**src/include/msd_pkg.sv**
```systemverilog
// Constants and types shared by the memory space decoder.
// Assumes a 24-bit byte address from the core and single-clock operation.
package msd_pkg;

  // Address layout: 8 segment bits over 16 offset bits, page in the top two offset bits.
  localparam int MSD_ADDR_W = 24;
  localparam int MSD_SEG_LSB = 16;
  localparam int MSD_SEG_W = 8;
  localparam int MSD_PAGE_LSB = 14;
  localparam int MSD_PAGE_W = 2;
  localparam int MSD_OFS_W = 20;
  localparam int MSD_REG_IDX_W = 4;
  localparam int MSD_PROT_W = 16;

  // System segment areas.
  localparam logic [23:0] MSD_DRAM_BASE = 24'h00a000;
  localparam logic [23:0] MSD_DRAM_LAST = 24'h00dfff;
  localparam logic [23:0] MSD_STANDBY_RAM_BASE = 24'h00e000;
  localparam logic [23:0] MSD_STANDBY_RAM_LAST = 24'h00e3ff;
  localparam logic [23:0] MSD_EXT_SPECIAL_REG_BASE = 24'h00f000;
  localparam logic [23:0] MSD_EXT_SPECIAL_REG_LAST = 24'h00f1ff;
  localparam logic [23:0] MSD_DUAL_PORT_RAM_BASE = 24'h00f600;
  localparam logic [23:0] MSD_DUAL_PORT_RAM_LAST = 24'h00fdff;
  localparam logic [23:0] MSD_DUAL_PORT_RAM_BIT_BASE = 24'h00fd00;
  localparam logic [23:0] MSD_SPECIAL_REG_BASE = 24'h00fe00;
  localparam logic [23:0] MSD_SPECIAL_REG_LAST = 24'h00ffff;

  // Segment ranges outside the system segment.
  localparam logic [7:0] MSD_EXT_SEG_FIRST = 8'h01;
  localparam logic [7:0] MSD_EXT_SEG_LAST = 8'h1f;
  localparam logic [7:0] MSD_LXB_SEG = 8'h20;
  localparam logic [7:0] MSD_FLASH_SEG_FIRST = 8'hc0;
  localparam logic [7:0] MSD_FLASH_SEG_LAST = 8'hcb;
  localparam logic [7:0] MSD_PRAM_SEG = 8'he0;
  localparam int MSD_PRAM_KB_MAX = 64;

  typedef enum logic [3:0] {
    MSD_T_NONE,
    MSD_T_FLASH,
    MSD_T_PROGRAM_RAM,
    MSD_T_DATA_RAM,
    MSD_T_DUAL_PORT_RAM,
    MSD_T_SPECIAL_REG,
    MSD_T_EXT_SPECIAL_REG,
    MSD_T_STANDBY_RAM,
    MSD_T_LOCAL_BUS,
    MSD_T_EXTERNAL
  } msd_target_type;

endpackage

```
**src/hdl/msd_memory_space_decoder.sv**
```systemverilog
// Memory space decoder: routes instruction fetches and data transfers to their targets.
// Assumes requests come from core logic on sys_clk; the targets answer on their own.
//
// Contract
// - Address space is 16 Mbytes linear, 256 segments of 64 Kbytes.
// - Each segment holds four 16 Kbyte pages from the next two bits.
// - Every location takes byte and word accesses; width comes with the request.
// - Internal data memories and both register areas sit in segment 0.
// - Instruction fetches go only through the program fetch unit to program memories; the code also accepts fetches from external space.
// - Data transfers go through the data transfer unit to RAMs and peripherals.
// - Cross-unit traffic uses the system bus, both directions concurrently.
// - Program RAM is up to 64 Kbytes, behind the program fetch unit.
// - Writes into the protected low part of program RAM are blocked.
// - Data RAM gives 16 Kbytes on its own interface.
// - Dual-port RAM gives 2 Kbytes for variables, stack and register banks.
// - Sixteen word registers in dual-port RAM; lower eight split into byte halves.
// - Bit operations allowed on top 256 dual-port bytes and any register.
// - Standby RAM of 1 Kbyte on its own retained interface.
`timescale 1ns/1ps
module msd_memory_space_decoder
  import msd_pkg::*;
#(
  parameter int PRAM_KB = MSD_PRAM_KB_MAX
) (
  input wire logic sys_clk,
  input wire logic rst,
  input wire logic fetch_req,
  input wire logic [MSD_ADDR_W-1:0] fetch_addr,
  input wire logic data_req,
  input wire logic [MSD_ADDR_W-1:0] data_addr,
  input wire logic data_write,
  input wire logic data_word,
  input wire logic data_bit_op,
  input wire logic data_reg,
  input wire logic [MSD_REG_IDX_W-1:0] reg_index,
  input wire logic [MSD_ADDR_W-1:0] reg_base,
  input wire logic prot_enable,
  input wire logic [MSD_PROT_W-1:0] prot_limit,
  output logic fetch_valid,
  output msd_target_type fetch_target,
  output logic [MSD_OFS_W-1:0] fetch_offset,
  output logic fetch_sysbus,
  output logic fetch_error,
  output logic data_valid,
  output msd_target_type data_target,
  output logic [MSD_OFS_W-1:0] data_offset,
  output logic [MSD_SEG_W-1:0] data_segment,
  output logic [MSD_PAGE_W-1:0] data_page,
  output logic [1:0] data_lanes,
  output logic data_store,
  output logic data_sysbus,
  output logic data_bit_ok,
  output logic data_error
);

  // Program RAM never exceeds one segment, so bigger sizes cannot be decoded.
  if (PRAM_KB < 1 || PRAM_KB > MSD_PRAM_KB_MAX) begin : g_bad_size
    $error("PRAM_KB must lie between 1 and 64");
  end

  // General register address: word register n at base+2n, byte k at base+2(k/2)+k[0].
  // Word index covers all sixteen, byte index covers the lower eight word registers.
  wire [MSD_ADDR_W-1:0] reg_word_addr = reg_base + {19'h00000, reg_index, 1'b0};
  wire [MSD_ADDR_W-1:0] reg_byte_addr = reg_base + {20'h00000, reg_index[3:1], 1'b0} +
                                        {23'h000000, reg_index[0]};
  wire [MSD_ADDR_W-1:0] eff_addr = !data_reg ? data_addr :
                                   (data_word ? reg_word_addr : reg_byte_addr);

  // Both ports decode in parallel, so a fetch never waits on a data transfer.
  msd_target_type f_target;
  msd_target_type d_target;
  logic [MSD_OFS_W-1:0] f_offset;
  logic [MSD_OFS_W-1:0] d_offset;
  logic d_bit_area;

  msd_region_decode #(
    .PRAM_KB(PRAM_KB)
  ) u_fetch_decode (
    .addr(fetch_addr),
    .target(f_target),
    .offset(f_offset),
    .bit_area()
  );

  msd_region_decode #(
    .PRAM_KB(PRAM_KB)
  ) u_data_decode (
    .addr(eff_addr),
    .target(d_target),
    .offset(d_offset),
    .bit_area(d_bit_area)
  );

  // Fetch checks: only program memories and external space answer fetches, and fetches are word wide.
  wire f_prog = f_target == MSD_T_FLASH || f_target == MSD_T_PROGRAM_RAM ||
                f_target == MSD_T_EXTERNAL;
  wire f_misalign = fetch_addr[0];
  wire f_bad = !f_prog || f_misalign;
  wire f_via_bus = f_target == MSD_T_EXTERNAL;

  // Data checks; a register access must land in dual-port RAM.
  wire d_misalign = data_word && eff_addr[0];
  wire d_unmapped = d_target == MSD_T_NONE;
  wire d_reg_out = data_reg && d_target != MSD_T_DUAL_PORT_RAM;
  wire d_flash_wr = data_write && d_target == MSD_T_FLASH;
  wire d_prot_hit = prot_enable && data_write && d_target == MSD_T_PROGRAM_RAM &&
                    d_offset[MSD_PROT_W-1:0] < prot_limit;
  wire d_bit_allow = d_bit_area || (data_reg && d_target == MSD_T_DUAL_PORT_RAM);
  wire d_bit_bad = data_bit_op && !d_bit_allow;
  wire d_bad = d_misalign || d_unmapped || d_reg_out || d_flash_wr || d_prot_hit ||
               d_bit_bad;

  // Program memories, local bus and external space sit across the system bus.
  wire d_via_bus = d_target == MSD_T_FLASH || d_target == MSD_T_PROGRAM_RAM ||
                   d_target == MSD_T_LOCAL_BUS || d_target == MSD_T_EXTERNAL;

  // Byte lanes: a word drives both, a byte picks its lane from address bit 0.
  wire [1:0] d_lanes = data_word ? 2'h3 : (eff_addr[0] ? 2'h2 : 2'h1);

  // Next values; a refused request still answers, with no target and the error flag.
  wire next_fetch_valid = fetch_req;
  wire msd_target_type next_fetch_target = (fetch_req && !f_bad) ? f_target : MSD_T_NONE;
  wire [MSD_OFS_W-1:0] next_fetch_offset = (fetch_req && !f_bad) ? f_offset : '0;
  wire next_fetch_sysbus = fetch_req && !f_bad && f_via_bus;
  wire next_fetch_error = fetch_req && f_bad;
  wire d_ok = data_req && !d_bad;
  wire msd_target_type next_data_target = d_ok ? d_target : MSD_T_NONE;
  wire [MSD_OFS_W-1:0] next_data_offset = d_ok ? d_offset : '0;

  // Fetch port registers: one answer per request, one cycle after it.
  always_ff @(posedge sys_clk or posedge rst) begin
    if (rst) begin
      fetch_valid <= 1'b0;
      fetch_target <= MSD_T_NONE;
      fetch_offset <= '0;
      fetch_sysbus <= 1'b0;
      fetch_error <= 1'b0;
    end else begin
      fetch_valid <= next_fetch_valid;
      fetch_target <= next_fetch_target;
      fetch_offset <= next_fetch_offset;
      fetch_sysbus <= next_fetch_sysbus;
      fetch_error <= next_fetch_error;
    end
  end

  // Data port registers; segment and page reflect the decoded address of a request and are zero when no request is made.
  always_ff @(posedge sys_clk or posedge rst) begin
    if (rst) begin
      data_valid <= 1'b0;
      data_target <= MSD_T_NONE;
      data_offset <= '0;
      data_segment <= '0;
      data_page <= '0;
      data_lanes <= '0;
      data_store <= 1'b0;
      data_sysbus <= 1'b0;
      data_bit_ok <= 1'b0;
      data_error <= 1'b0;
    end else begin
      data_valid <= data_req;
      data_target <= next_data_target;
      data_offset <= next_data_offset;
      data_segment <= data_req ? eff_addr[MSD_ADDR_W-1:MSD_SEG_LSB] : '0;
      data_page <= data_req ? eff_addr[MSD_SEG_LSB-1:MSD_PAGE_LSB] : '0;
      data_lanes <= d_ok ? d_lanes : 2'h0;
      data_store <= d_ok && data_write;
      data_sysbus <= d_ok && d_via_bus;
      data_bit_ok <= d_ok && data_bit_op;
      data_error <= data_req && d_bad;
    end
  end

endmodule

```
**src/hdl/msd_region_decode.sv**
```systemverilog
// Combinational region decoder: one byte address in, target and local offset out.
// Assumes the caller registers the results; used once per request port.
`timescale 1ns/1ps
module msd_region_decode
  import msd_pkg::*;
#(
  parameter int PRAM_KB = MSD_PRAM_KB_MAX
) (
  input wire logic [MSD_ADDR_W-1:0] addr,
  output msd_target_type target,
  output logic [MSD_OFS_W-1:0] offset,
  output logic bit_area
);

  // Segment split and area hits; segment 0 holds every on-chip data area.
  wire [MSD_SEG_W-1:0] seg = addr[MSD_ADDR_W-1:MSD_SEG_LSB];
  wire [MSD_SEG_W-1:0] flash_idx = seg - MSD_FLASH_SEG_FIRST;
  wire [15:0] low = addr[15:0];
  wire pram_fit = {16'h0000, low} < 32'(PRAM_KB * 1024);
  wire hit_dram = addr >= MSD_DRAM_BASE && addr <= MSD_DRAM_LAST;
  wire hit_standby = addr >= MSD_STANDBY_RAM_BASE && addr <= MSD_STANDBY_RAM_LAST;
  wire hit_ext_regs = addr >= MSD_EXT_SPECIAL_REG_BASE && addr <= MSD_EXT_SPECIAL_REG_LAST;
  wire hit_dual_port = addr >= MSD_DUAL_PORT_RAM_BASE && addr <= MSD_DUAL_PORT_RAM_LAST;
  wire hit_regs = addr >= MSD_SPECIAL_REG_BASE && addr <= MSD_SPECIAL_REG_LAST;
  wire hit_ext = seg >= MSD_EXT_SEG_FIRST && seg <= MSD_EXT_SEG_LAST;
  wire hit_lxb = seg == MSD_LXB_SEG;
  wire hit_flash = seg >= MSD_FLASH_SEG_FIRST && seg <= MSD_FLASH_SEG_LAST;
  wire hit_pram = seg == MSD_PRAM_SEG && pram_fit;

  // Priority chain; areas never overlap so the order only documents intent.
  always_comb begin
    target = MSD_T_NONE;
    offset = '0;
    if (hit_dram) begin
      target = MSD_T_DATA_RAM;
      offset = MSD_OFS_W'(addr - MSD_DRAM_BASE);
    end else if (hit_standby) begin
      target = MSD_T_STANDBY_RAM;
      offset = MSD_OFS_W'(addr - MSD_STANDBY_RAM_BASE);
    end else if (hit_ext_regs) begin
      target = MSD_T_EXT_SPECIAL_REG;
      offset = MSD_OFS_W'(addr - MSD_EXT_SPECIAL_REG_BASE);
    end else if (hit_dual_port) begin
      target = MSD_T_DUAL_PORT_RAM;
      offset = MSD_OFS_W'(addr - MSD_DUAL_PORT_RAM_BASE);
    end else if (hit_regs) begin
      target = MSD_T_SPECIAL_REG;
      offset = MSD_OFS_W'(addr - MSD_SPECIAL_REG_BASE);
    end else if (hit_ext) begin
      target = MSD_T_EXTERNAL;
      offset = addr[MSD_OFS_W-1:0];
    end else if (hit_lxb) begin
      target = MSD_T_LOCAL_BUS;
      offset = {4'h0, low};
    end else if (hit_flash) begin
      target = MSD_T_FLASH;
      offset = {flash_idx[3:0], low};
    end else if (hit_pram) begin
      target = MSD_T_PROGRAM_RAM;
      offset = {4'h0, low};
    end
  end

  // Directly bit-addressable: top 256 bytes of dual-port RAM and both register areas.
  assign bit_area = (addr >= MSD_DUAL_PORT_RAM_BIT_BASE && addr <= MSD_DUAL_PORT_RAM_LAST) ||
                    hit_regs || hit_ext_regs;

endmodule

```
**config.mk**
```make
export PLATFORM = sky130hd
export DESIGN_NAME = msd_memory_space_decoder
export DESIGN_NICKNAME = d
export VERILOG_FILES = /design/src/include/msd_pkg.sv /design/src/hdl/msd_memory_space_decoder.sv /design/src/hdl/msd_region_decode.sv
export SDC_FILE = /design/constraint.sdc
export NUM_CORES = 1
export LEC_CHECK = 0
export BUFFER_PORTS_ARGS = -buffer_cell sky130_fd_sc_hd__buf_2
export CAP_MARGIN = 10
export CORE_MARGIN = 2
export CORE_UTILIZATION = 40
export CTS_BUF_LIST = sky130_fd_sc_hd__clkbuf_8 sky130_fd_sc_hd__clkbuf_16
export DETAILED_ROUTE_END_ITERATION = 10
export PLACE_DENSITY = 0.67
export SETUP_SLACK_MARGIN = 0.02
export SLEW_MARGIN = 25
export SYNTH_ARGS = -nofsm -noshare
export SYNTH_HDL_FRONTEND = slang
export SYNTH_SLANG_ARGS = --single-unit
export TNS_END_PERCENT = 50
```
**constraint.sdc**
```tcl
create_clock -name sys_clk -period 1.8 [get_ports sys_clk]
set_input_delay 0.18 -clock sys_clk [delete_from_list [all_inputs] [get_ports sys_clk]]
set_output_delay 0.18 -clock sys_clk [all_outputs]
set_load 0.01 [all_outputs]
```
Yosys cells after proc, flatten, opt, wreduce, memory -nomap -nowiden
Index checks and enable logic that the tools add are counted.
W data, S select, Z words.
Storage, ports and cells
  output and inout bits: 68
  register bits after elaboration: 68
  logic and storage cells: 170
Operators by class
  equal/unequal tests: 13
  reductions and logical operators: 50
  muxes and demuxes: 47
  magnitude comparators: 30
  $add $sub $neg: 15
Operators by type and width (count)
  $mux W20: 18
  $ge A24 B16 Y1 const B: 11
  $le A24 B16 Y1 const B: 10
  $sub A20 B16 Y20 const B: 10
  $mux W4: 18
  $mux W24: 2
  $mux W16: 2
  $logic_and A1 B1 Y1: 31
  $add A24 B1 Y24: 1
  $add A24 B4 Y24: 1
  $add A24 B5 Y24: 1
  $eq A8 B6 Y1 const B: 2
  $eq A8 B8 Y1 const B: 2
  $ge A8 B1 Y1 const B: 2
  $ge A8 B8 Y1 const B: 2
  $le A8 B5 Y1 const B: 2
  $le A8 B8 Y1 const B: 2
  $lt A16 B16 Y1: 1
  $logic_or A1 B1 Y1: 14
  $eq A4 B4 Y1 const B: 3
  $mux W2: 6
  $eq A4 B1 Y1 const B: 2
  $eq A4 B2 Y1 const B: 2
  $mux W8: 1
  5 further kinds: 9

Longest topological paths before layout
Gate-level depths: netlist (run 1).
  depth after elaboration: 23
  depth in mapped cells: 28

Hierarchy
A second synthesis (run 1) with hierarchy kept.
Unflattened totals
  cell total of the unflattened synthesis: 747
  area, all modules: 6029.5 um^2
Modules (own cells, without submodules)
  msd_memory_space_decoder: sequential area each 1701.6 um^2, times used 1, cells an instance 395, area an instance 3787.4 um^2
  msd_region_decode (u_fetch_decode): sequential area each 0.0 um^2, times used 1, cells an instance 181, area an instance 1147.4 um^2
  msd_region_decode (u_data_decode): sequential area each 0.0 um^2, times used 1, cells an instance 171, area an instance 1094.8 um^2

Least setup slack after synthesis (run 1)
Ideal clock, no wire load.
  kind: in2reg
  start: input reg_index[0]
  end: register data_target[1]
  required time: 1.664 ns
  library setup time: 0.136 ns
  data arrival time: 5.213 ns
  path buffers: 2
  stages on the path: 27
  setup slack: -3.549 ns
  cell sequence: ha_1 -> inv_1 -> fa_1 -> and3b_1 -> o31ai_1 -> a2111oi_1 -> xnor2_1 -> a21oi_2 -> ha_1 -> nand3_1 -> nor3_1 -> nor2_1 -> nand3_4 -> nand2_1 -> nor4b_2 -> buf_2 -> nor2_1 -> ha_1 -> a21o_1 -> a21o_1 -> a21oi_1 -> o21ai_0 -> a2111oi_0 -> nor2_1 -> nand4b_4 -> buf_6 -> a21oi_1
On the way
  cells in the longest elaborated chain, start to end: 22
  elaborated cells between the ends (all ways): 77
  classes of those cells: add/sub (7); order compare (16); eq/ne (6); mux (21); reduce/logical (27)
Ends and longest elaborated chain
  start, declared: RTL line msd_memory_space_decoder.sv:35  | input wire logic [MSD_REG_IDX_W-1:0] reg_index,
  $add A24 B1 Y24 or $add A24 B5 Y24 (tied branches): RTL line msd_memory_space_decoder.sv:64, msd_memory_space_decoder.sv:63
  $mux W24 (*): RTL line msd_memory_space_decoder.sv:67  | (data_word ? reg_word_addr : reg_byte_addr);
  $mux W24 (*): RTL line msd_memory_space_decoder.sv:66  | wire [MSD_ADDR_W-1:0] eff_addr = !data_reg ? data_addr :
  branches (longest 18 deep; another with $lt A16 B16 Y1)
  $mux W4 (*): RTL line msd_memory_space_decoder.sv:127  | wire msd_target_type next_data_target = d_ok ? d_target : MSD_T_NONE;
  named net next_data_target[1]: RTL line msd_memory_space_decoder.sv:127
  end signal, assigned: RTL line msd_memory_space_decoder.sv:162  | data_target <= next_data_target;
  end, declared: RTL line msd_memory_space_decoder.sv:45  | output msd_target_type data_target,
Mark *: on every way through the listed nets, which the timed path passes.

Worst setup path in the final report (run 1)
  start: input reg_base[1]
  end: register data_offset[16]
On the way
  cells in the longest elaborated chain, start to end: 23
  elaborated cells between the ends (all ways): 78
  classes of those cells: add/sub (9); order compare (16); eq/ne (6); mux (21); reduce/logical (26)
Ends and longest elaborated chain
  start, declared: RTL line msd_memory_space_decoder.sv:36  | input wire logic [MSD_ADDR_W-1:0] reg_base,
  $add A24 B4 Y24: RTL line msd_memory_space_decoder.sv:64  | wire [MSD_ADDR_W-1:0] reg_byte_addr = reg_base + {20'h00000, reg_index[3:1], 1'b0} +
  $add A24 B1 Y24: RTL line msd_memory_space_decoder.sv:64
  $mux W24 (*): RTL line msd_memory_space_decoder.sv:67
  $mux W24 (*): RTL line msd_memory_space_decoder.sv:66
  branches (longest 18 deep; another with $lt A16 B16 Y1)
  $mux W20 (*): RTL line msd_memory_space_decoder.sv:128  | wire [MSD_OFS_W-1:0] next_data_offset = d_ok ? d_offset : '0;
  named net next_data_offset[16]: RTL line msd_memory_space_decoder.sv:128
  end signal, assigned: RTL line msd_memory_space_decoder.sv:163  | data_offset <= next_data_offset;
  end, declared: RTL line msd_memory_space_decoder.sv:46  | output logic [MSD_OFS_W-1:0] data_offset,
Marks and branches as above.

==> impl_metrics.py, run 1 <==
metrics = {
    "place": {
        "hpwl_um": 18600,
        "gp_congestion": 0.963,
        "placement.cell_area_um2": 9000,
        "io_buffers": 168,
    },
    "sta": {
        "max_clock_freq_ghz": 0.197,
        "finalSetupViolCount": 63,
        "hold_viol_final": 0,
        "slew_headroom_pct": 65.9,
        "worstMarginPinSlew_ns": 0.498,
        "timing.final.ws_setup_ns": -3.26,
        "rsz0062_at_grt": "yes",
        "finalCritPeriodShare_pct": 281,
        "period_needed_ns": 5.06,
        "slew_viol_final": 0,
    },
    "worst_setup_path": {
        "cp_common_cell": "buf_12",
        "critPathMaxFanout": 6,
        "cpMaxStageDelayCell": "or4b_4",
        "crit_type": "in2reg",
        "cp-start-kind": "input port",
        "cp_num_buf_inv": 6,
        "crit_end": "data_offset[16]$_DFF_PP0_",
        "cp_top_family": "simple AND/OR/NAND/NOR gates",
        "worst_ep_arrival_time_ns": 5.26,
        "end_kind": "flip-flop",
        "max_stage_delay_ns": 0.52,
        "path_depth": 28,
        "cp-startpoint": "reg_base[1]",
        "cp.required_ns": 2.00,
    },
    "yosys": {
        "synth-seq-cells": 68,
        "syn-cell-area_um2": 5860,
        "synth_top_area_cell": "dfrtp_1",
        "ys_async_sr_fraction_pct": 100,
        "ys_top_cells_by_count": "nor2_1, dfrtp_1, nand2_1, a21oi_1, inv_1",
        "yosys.area.top_type_share_pct": 29.0,
        "yosysUniqueCellTypes": 87,
        "ys_seq_area_share_pct": 29.0,
        "netlist_instances": 724,
        "yosysMostFrequentCell": "nor2_1",
        "synth-edff-count": 0,
        "syn_avg_cell_area_um2": 8.09,
        "yosys-top-cells-area": "dfrtp_1, ha_1, nor2_1, a21oi_1, nand2_1",
        "synth_ff_type": "dfrtp_1",
        "ys_warn_count": 0,
    },
    "cells_and_area": {
        "drive_gt1_share_pct": 54.6,
        "fillers": 1065,
        "final_core_util_pct": 73.4,
        "diodes": 0,
        "layout.nets": 1342,
        "stdcell_area_um2": 10600,
        "syn2layout_area_growth_pct": 80.6,
    },
    "power_and_ir_drop": {
        "p_per_area_nw_per_um2": 521,
        "ir_drop_v": 0.000519,
        "p_leak_nw": 5.31,
    },
    "floorplanning": {
        "num_rows": 44,
        "die_w_um": 125,
        "die_area_um2": 15600,
        "die_h_um": 125,
        "start_util_pct": 40.6,
        "core_area_um2": 14400,
        "io_pins": 169,
    },
    "clock_network": {
        "cts_buffer_depth": 2,
        "cts_buffers": 9,
        "cts.reportedPaths.clkPinSlew_ns": 0.06,
        "clock_sinks": 68,
        "cts_tree": "done",
        "cts_root_buffer": "clkbuf_16",
        "htree_levels": 3,
    },
    "detailed_routing": {
        "num_vias": 7758,
        "drc_errors": 0,
        "vias_per_cell": 5.58,
        "routedWlPerCell_um": 17.8,
        "drt-pass1-iter-count": 5,
        "ant_nets": 0,
        "routed_wl_um": 24700,
        "drt_iter0_drc": 529,
    },
    "global_routing": {
        "grt_start_max_net_pins": 31,
        "grt_pass1_vias": 7593,
        "overflow": 0,
        "antenna_found_initial": 0,
        "grt.total_usage_pct": 29.9,
        "grt_pass1_wl_um": 37900,
    },
    "status": {
        "failed_checks": "setup timing",
        "status": "finished with violations",
    },
    "run": {
        "maxCapViolCount": 0,
    },
    "hold_path": {
        "holdCritPathClass": "in2reg",
    },
}
==> flip-flops by register name (all words and copies together), names as in the netlist <==
| signal | flops |
|---|---|
| fetch_valid | 1 |
| fetch_target | 4 |
| data_valid | 1 |
| data_target | 4 |
| data_sysbus | 1 |
| data_segment | 8 |
| data_store | 1 |
| data_bit_ok | 1 |
| data_error | 1 |
| data_lanes | 2 |
| fetch_error | 1 |
| data_page | 2 |
| data_offset | 20 |
| fetch_sysbus | 1 |
| fetch_offset | 20 |
==> cell usage in the layout (no fill, tap or decap), types with 10 or more instances in the layout <==
master and instances:
and3_1 19, nand2_1 50, nor3_1 14, a21o_1 16, a21oi_2 22, buf_6 24, nor2_1 64, nand4_1 18
o211ai_1 10, o21ai_0 21, inv_1 40, buf_2 161, ha_1 27, o21ai_1 11, dfrtp_1 68, xnor2_1 11
nor2_2 10, nand3_1 23, buf_4 298, a21oi_1 36
==> cell families (layout without fill, tap and decap cells) <==
kind of cell             Yosys count  in the layout  synth area share (%)
AO/OA/AOI/OAI                    212            212                  25.5
XOR/XNOR                          19             19                  2.84
adder cells (fa/ha/maj)           40             40                  8.80
buffers and inverters             73            554                  5.28
flip-flops                        68             68                  29.0
multiplexers                       8              8                  1.37
other                              1              2                0.0640
AND/OR/NAND/NOR                  303            303                  27.1
==> power breakdown <==
part / total [mW] / internal, mW / switching (mW)
registers: 1.57 / 1.56 / 0.00867
logic: 1.89 / 0.930 / 0.962
clock network: 2.05 / 1.39 / 0.662
total: 5.51 / 3.88 / 1.63
==> per-stage QoR <==
step / setup TNS, ns / total power [mW] / std cells / hold slack [ns] / worst slack [ns]
4_1_cts: -100.35 / 5.37 / 1376 / 0.0616 / -3.20
3_3_place_gp: -134.22 / 3.11 / 1313 / 0.227 / -3.80
2_1_floorplan: -105.46 / 2.29 / 725 / 0.211 / -3.32
5_1_grt: -110.91 / 5.74 / 1390 / 0.0697 / -3.46
3_5_place_dp: -136.38 / 3.13 / 1313 / 0.235 / -3.88
6_report: -102.67 / 5.51 / 1390 / 0.0767 / -3.26
==> what timing repair did <==
action                     CTS  global route
pin swaps                   43            32
hold endpoints to repair    20             0
hold buffers                 1             0
gates cloned                 1             0
setup endpoints to repair   64            64
resized for setup          103            70
setup buffers               45            16
==> layer usage <==
metal | part of all wire, % | GRT usage, %
met4 | 4.2 | 11.8
met1 | 41 | 37.9
met3 | 6.8 | 4.19
met2 | 48 | 51.8
met5 | 0 | 0
==> how the worst min path moves through the flow <==
stage | start | slack, ns | depth (start not counted) | end
floorplan | data_req | 0.21 | 0 | data_valid$_DFF_PP0_
global placement | rst | 0.23 | 2 | fetch_offset[5]$_DFF_PP0_
detailed placement | rst | 0.23 | 2 | fetch_offset[5]$_DFF_PP0_
CTS | data_req | 0.06 | 1 | data_valid$_DFF_PP0_
global route | data_req | 0.07 | 1 | data_valid$_DFF_PP0_
finish | data_req | 0.08 | 1 | data_valid$_DFF_PP0_
==> area by class of cell <==
class / instances / area [um2] / share of cell area, %
timing repair buffer: 493 / 3500 / 33.1
tap: 184 / 230 / 2.18
clock inverter: 6 / 111 / 1.05
inverter: 45 / 173 / 1.63
clock buffer: 10 / 239 / 2.26
sequential: 68 / 1700 / 16.1
multi-input combinational: 584 / 4630 / 43.7
Power figures use the tool's default switching activity.
==> run 2, diff against run 1 <==
--- a/config.mk
+++ b/config.mk
@@ -10,6 +10,7 @@
 export CORE_MARGIN = 2
 export CORE_UTILIZATION = 40
 export CTS_BUF_LIST = sky130_fd_sc_hd__clkbuf_8 sky130_fd_sc_hd__clkbuf_16
+export CTS_CLUSTER_DIAMETER = 100
 export DETAILED_ROUTE_END_ITERATION = 10
 export PLACE_DENSITY = 0.67
 export SETUP_SLACK_MARGIN = 0.02
@@ -17,4 +18,3 @@
 export SYNTH_ARGS = -nofsm -noshare
 export SYNTH_HDL_FRONTEND = slang
 export SYNTH_SLANG_ARGS = --single-unit
-export TNS_END_PERCENT = 50
==> run 2 against run 1 <==
Net effect:
- the run still ends with setup timing left
- worst setup slack worse by 0.067 ns
- first-iteration DRC count down 13%
- clock power down 15%
- flip-flop and latch count stayed put
- worst hold slack better by 0.0012 ns
- highest routed layer is now met5
==> impl_metrics.py, run 2 (same netlist as run 1, synthesis figures left out) <==
metrics = {
    "status": {
        "status": "finished with violations",
        "failed_checks": "setup timing",
    },
    "sta": {
        "slew_viol_final": 0,
        "hold_viol_final": 0,
        "rsz0062_at_grt": "yes",
        "worstMarginPinSlew_ns": 0.592,
        "period_needed_ns": 5.13,
        "finalSetupViolCount": 64,
        "timing.final.ws_setup_ns": -3.33,
        "max_clock_freq_ghz": 0.195,
        "finalCritPeriodShare_pct": 285,
        "slew_headroom_pct": 59.5,
        "setup_tns_ns": -109.03,
    },
    "place": {
        "hpwl_um": 18400,
        "post-place-cells": 1307,
        "io_buffers": 168,
        "placement.cell_area_um2": 8930,
        "gp_congestion": 1.01,
    },
    "power_and_ir_drop": {
        "p_per_area_nw_per_um2": 489,
        "finalPower_mw": 5.12,
        "p_leak_nw": 5.16,
        "ir_drop_v": 0.000399,
    },
    "cells_and_area": {
        "fin_cells": 1370,
        "diodes": 0,
        "stdcell_area_um2": 10500,
        "drive_gt1_share_pct": 54.7,
        "reg_top3": "data_offset: 20 flops, fetch_offset: 20 flops, data_segment: 8 flops",
        "final_core_util_pct": 72.6,
        "fillers": 1112,
        "layout.nets": 1323,
        "multi_input_area_um2": 4710,
        "final_cell_mix": "buf_4, buf_2, dfrtp_1, nor2_1, nand2_1",
        "seq_area_um2": 1700,
        "mostFrequentLayoutCell": "buf_4",
        "syn2layout_area_growth_pct": 78.7,
    },
    "worst_setup_path": {
        "critPathMaxFanout": 7,
        "cp_top_family": "simple AND/OR/NAND/NOR gates",
        "end_kind": "flip-flop",
        "cp_common_cell": "buf_4",
        "max_stage_delay_ns": 0.44,
        "worst_ep_arrival_time_ns": 5.35,
        "crit_type": "in2reg",
        "cp_num_buf_inv": 8,
        "cp-start-kind": "input port",
        "cp.required_ns": 2.02,
        "cpMaxStageDelayCell": "o41ai_1",
    },
    "run": {
        "maxCapViolCount": 0,
    },
    "hold_path": {
        "holdCritPathClass": "in2reg",
    },
    "global_routing": {
        "antenna_found_initial": 1,
        "overflow": 0,
        "grt.total_usage_pct": 29.2,
        "grt_pass1_vias": 7195,
        "grt_pass1_wl_um": 36600,
        "grt_start_max_net_pins": 69,
    },
    "clock_network": {
        "clock_sinks": 68,
        "cts_tree": "done",
        "cts_root_buffer": "clkbuf_16",
        "cts.reportedPaths.clkPinSlew_ns": 0.05,
        "htree_levels": 3,
        "cts_buffers": 9,
        "cts_buffer_depth": 2,
    },
    "detailed_routing": {
        "drt_iter0_drc": 462,
        "drc_errors": 0,
        "ant_nets": 0,
        "routed_wl_um": 24500,
        "num_vias": 7572,
        "vias_per_cell": 5.53,
        "routedWlPerCell_um": 17.9,
        "drt-pass1-iter-count": 5,
    },
    "floorplanning": {
        "io_pins": 169,
        "die_w_um": 125,
        "die_h_um": 125,
        "core_area_um2": 14400,
        "start_util_pct": 40.6,
        "die_area_um2": 15600,
        "num_rows": 44,
    },
}
==> run 2: cell count changes in the layout (fill, tap and decap cells not counted), sizes merged <==
cell      before  now
buf          492  473
inv           45   44
clkinvlp       1    3
bufinv         3    1
==> run 2: stage by stage <==
step	hold slack, ns	worst slack, ns
global placement	0.300	-3.83
CTS	0.0627	-3.12
floorplan	0.211	-3.32
global route	0.0761	-3.48
detailed placement	0.305	-3.91
finish	0.0779	-3.33
==> run 2: where the power goes <==
group | switching [mW] | internal [mW] | total (mW)
clock network | 0.642 | 1.09 | 1.74
registers | 0.00794 | 1.56 | 1.57
logic | 0.935 | 0.881 | 1.82
==> run 2: layer usage <==
| layer | part of all wire, % | vias up | GRT usage [%] |
|---|---|---|---|
| met5 | 0.065 | - | 0 |
| met4 | 3.1 | 2 | 10.0 |
| met3 | 6.2 | 60 | 4.54 |
| met2 | 50 | 339 | 50.6 |
| met1 | 41 | 3580 | 37.1 |
| li1 | - | 3591 | - |
==> run 2: area by class of cell <==
class,instances,area share [%]
well taps,184,2.20
repair buffers,474,32.1
clock inverters,5,0.514
inverters,45,1.65
multi-input cells,584,45.0
clock buffers,10,2.28
flip-flops and latches,68,16.3
==> run 2: timing repair <==
item	4_1_cts	5_1_grt
endpoints found under the hold margin	68	0
setup endpoints to repair	62	64
buffers inserted	29	21
pin swaps	54	50
gates cloned	3	1
resized for setup	122	83
hold buffers	1	0
==> run 2: path summary, 6_finish.rpt <==
| path | from | to | cells after the start |
|---|---|---|---|
| max in group asynchronous | rst | fetch_offset[14]$_DFF_PP0_ | 4 |
| min in group asynchronous | rst | data_offset[9]$_DFF_PP0_ | 4 |
| max | reg_index[0] | data_offset[13]$_DFF_PP0_ | 28 |
| min | data_req | data_valid$_DFF_PP0_ | 1 |
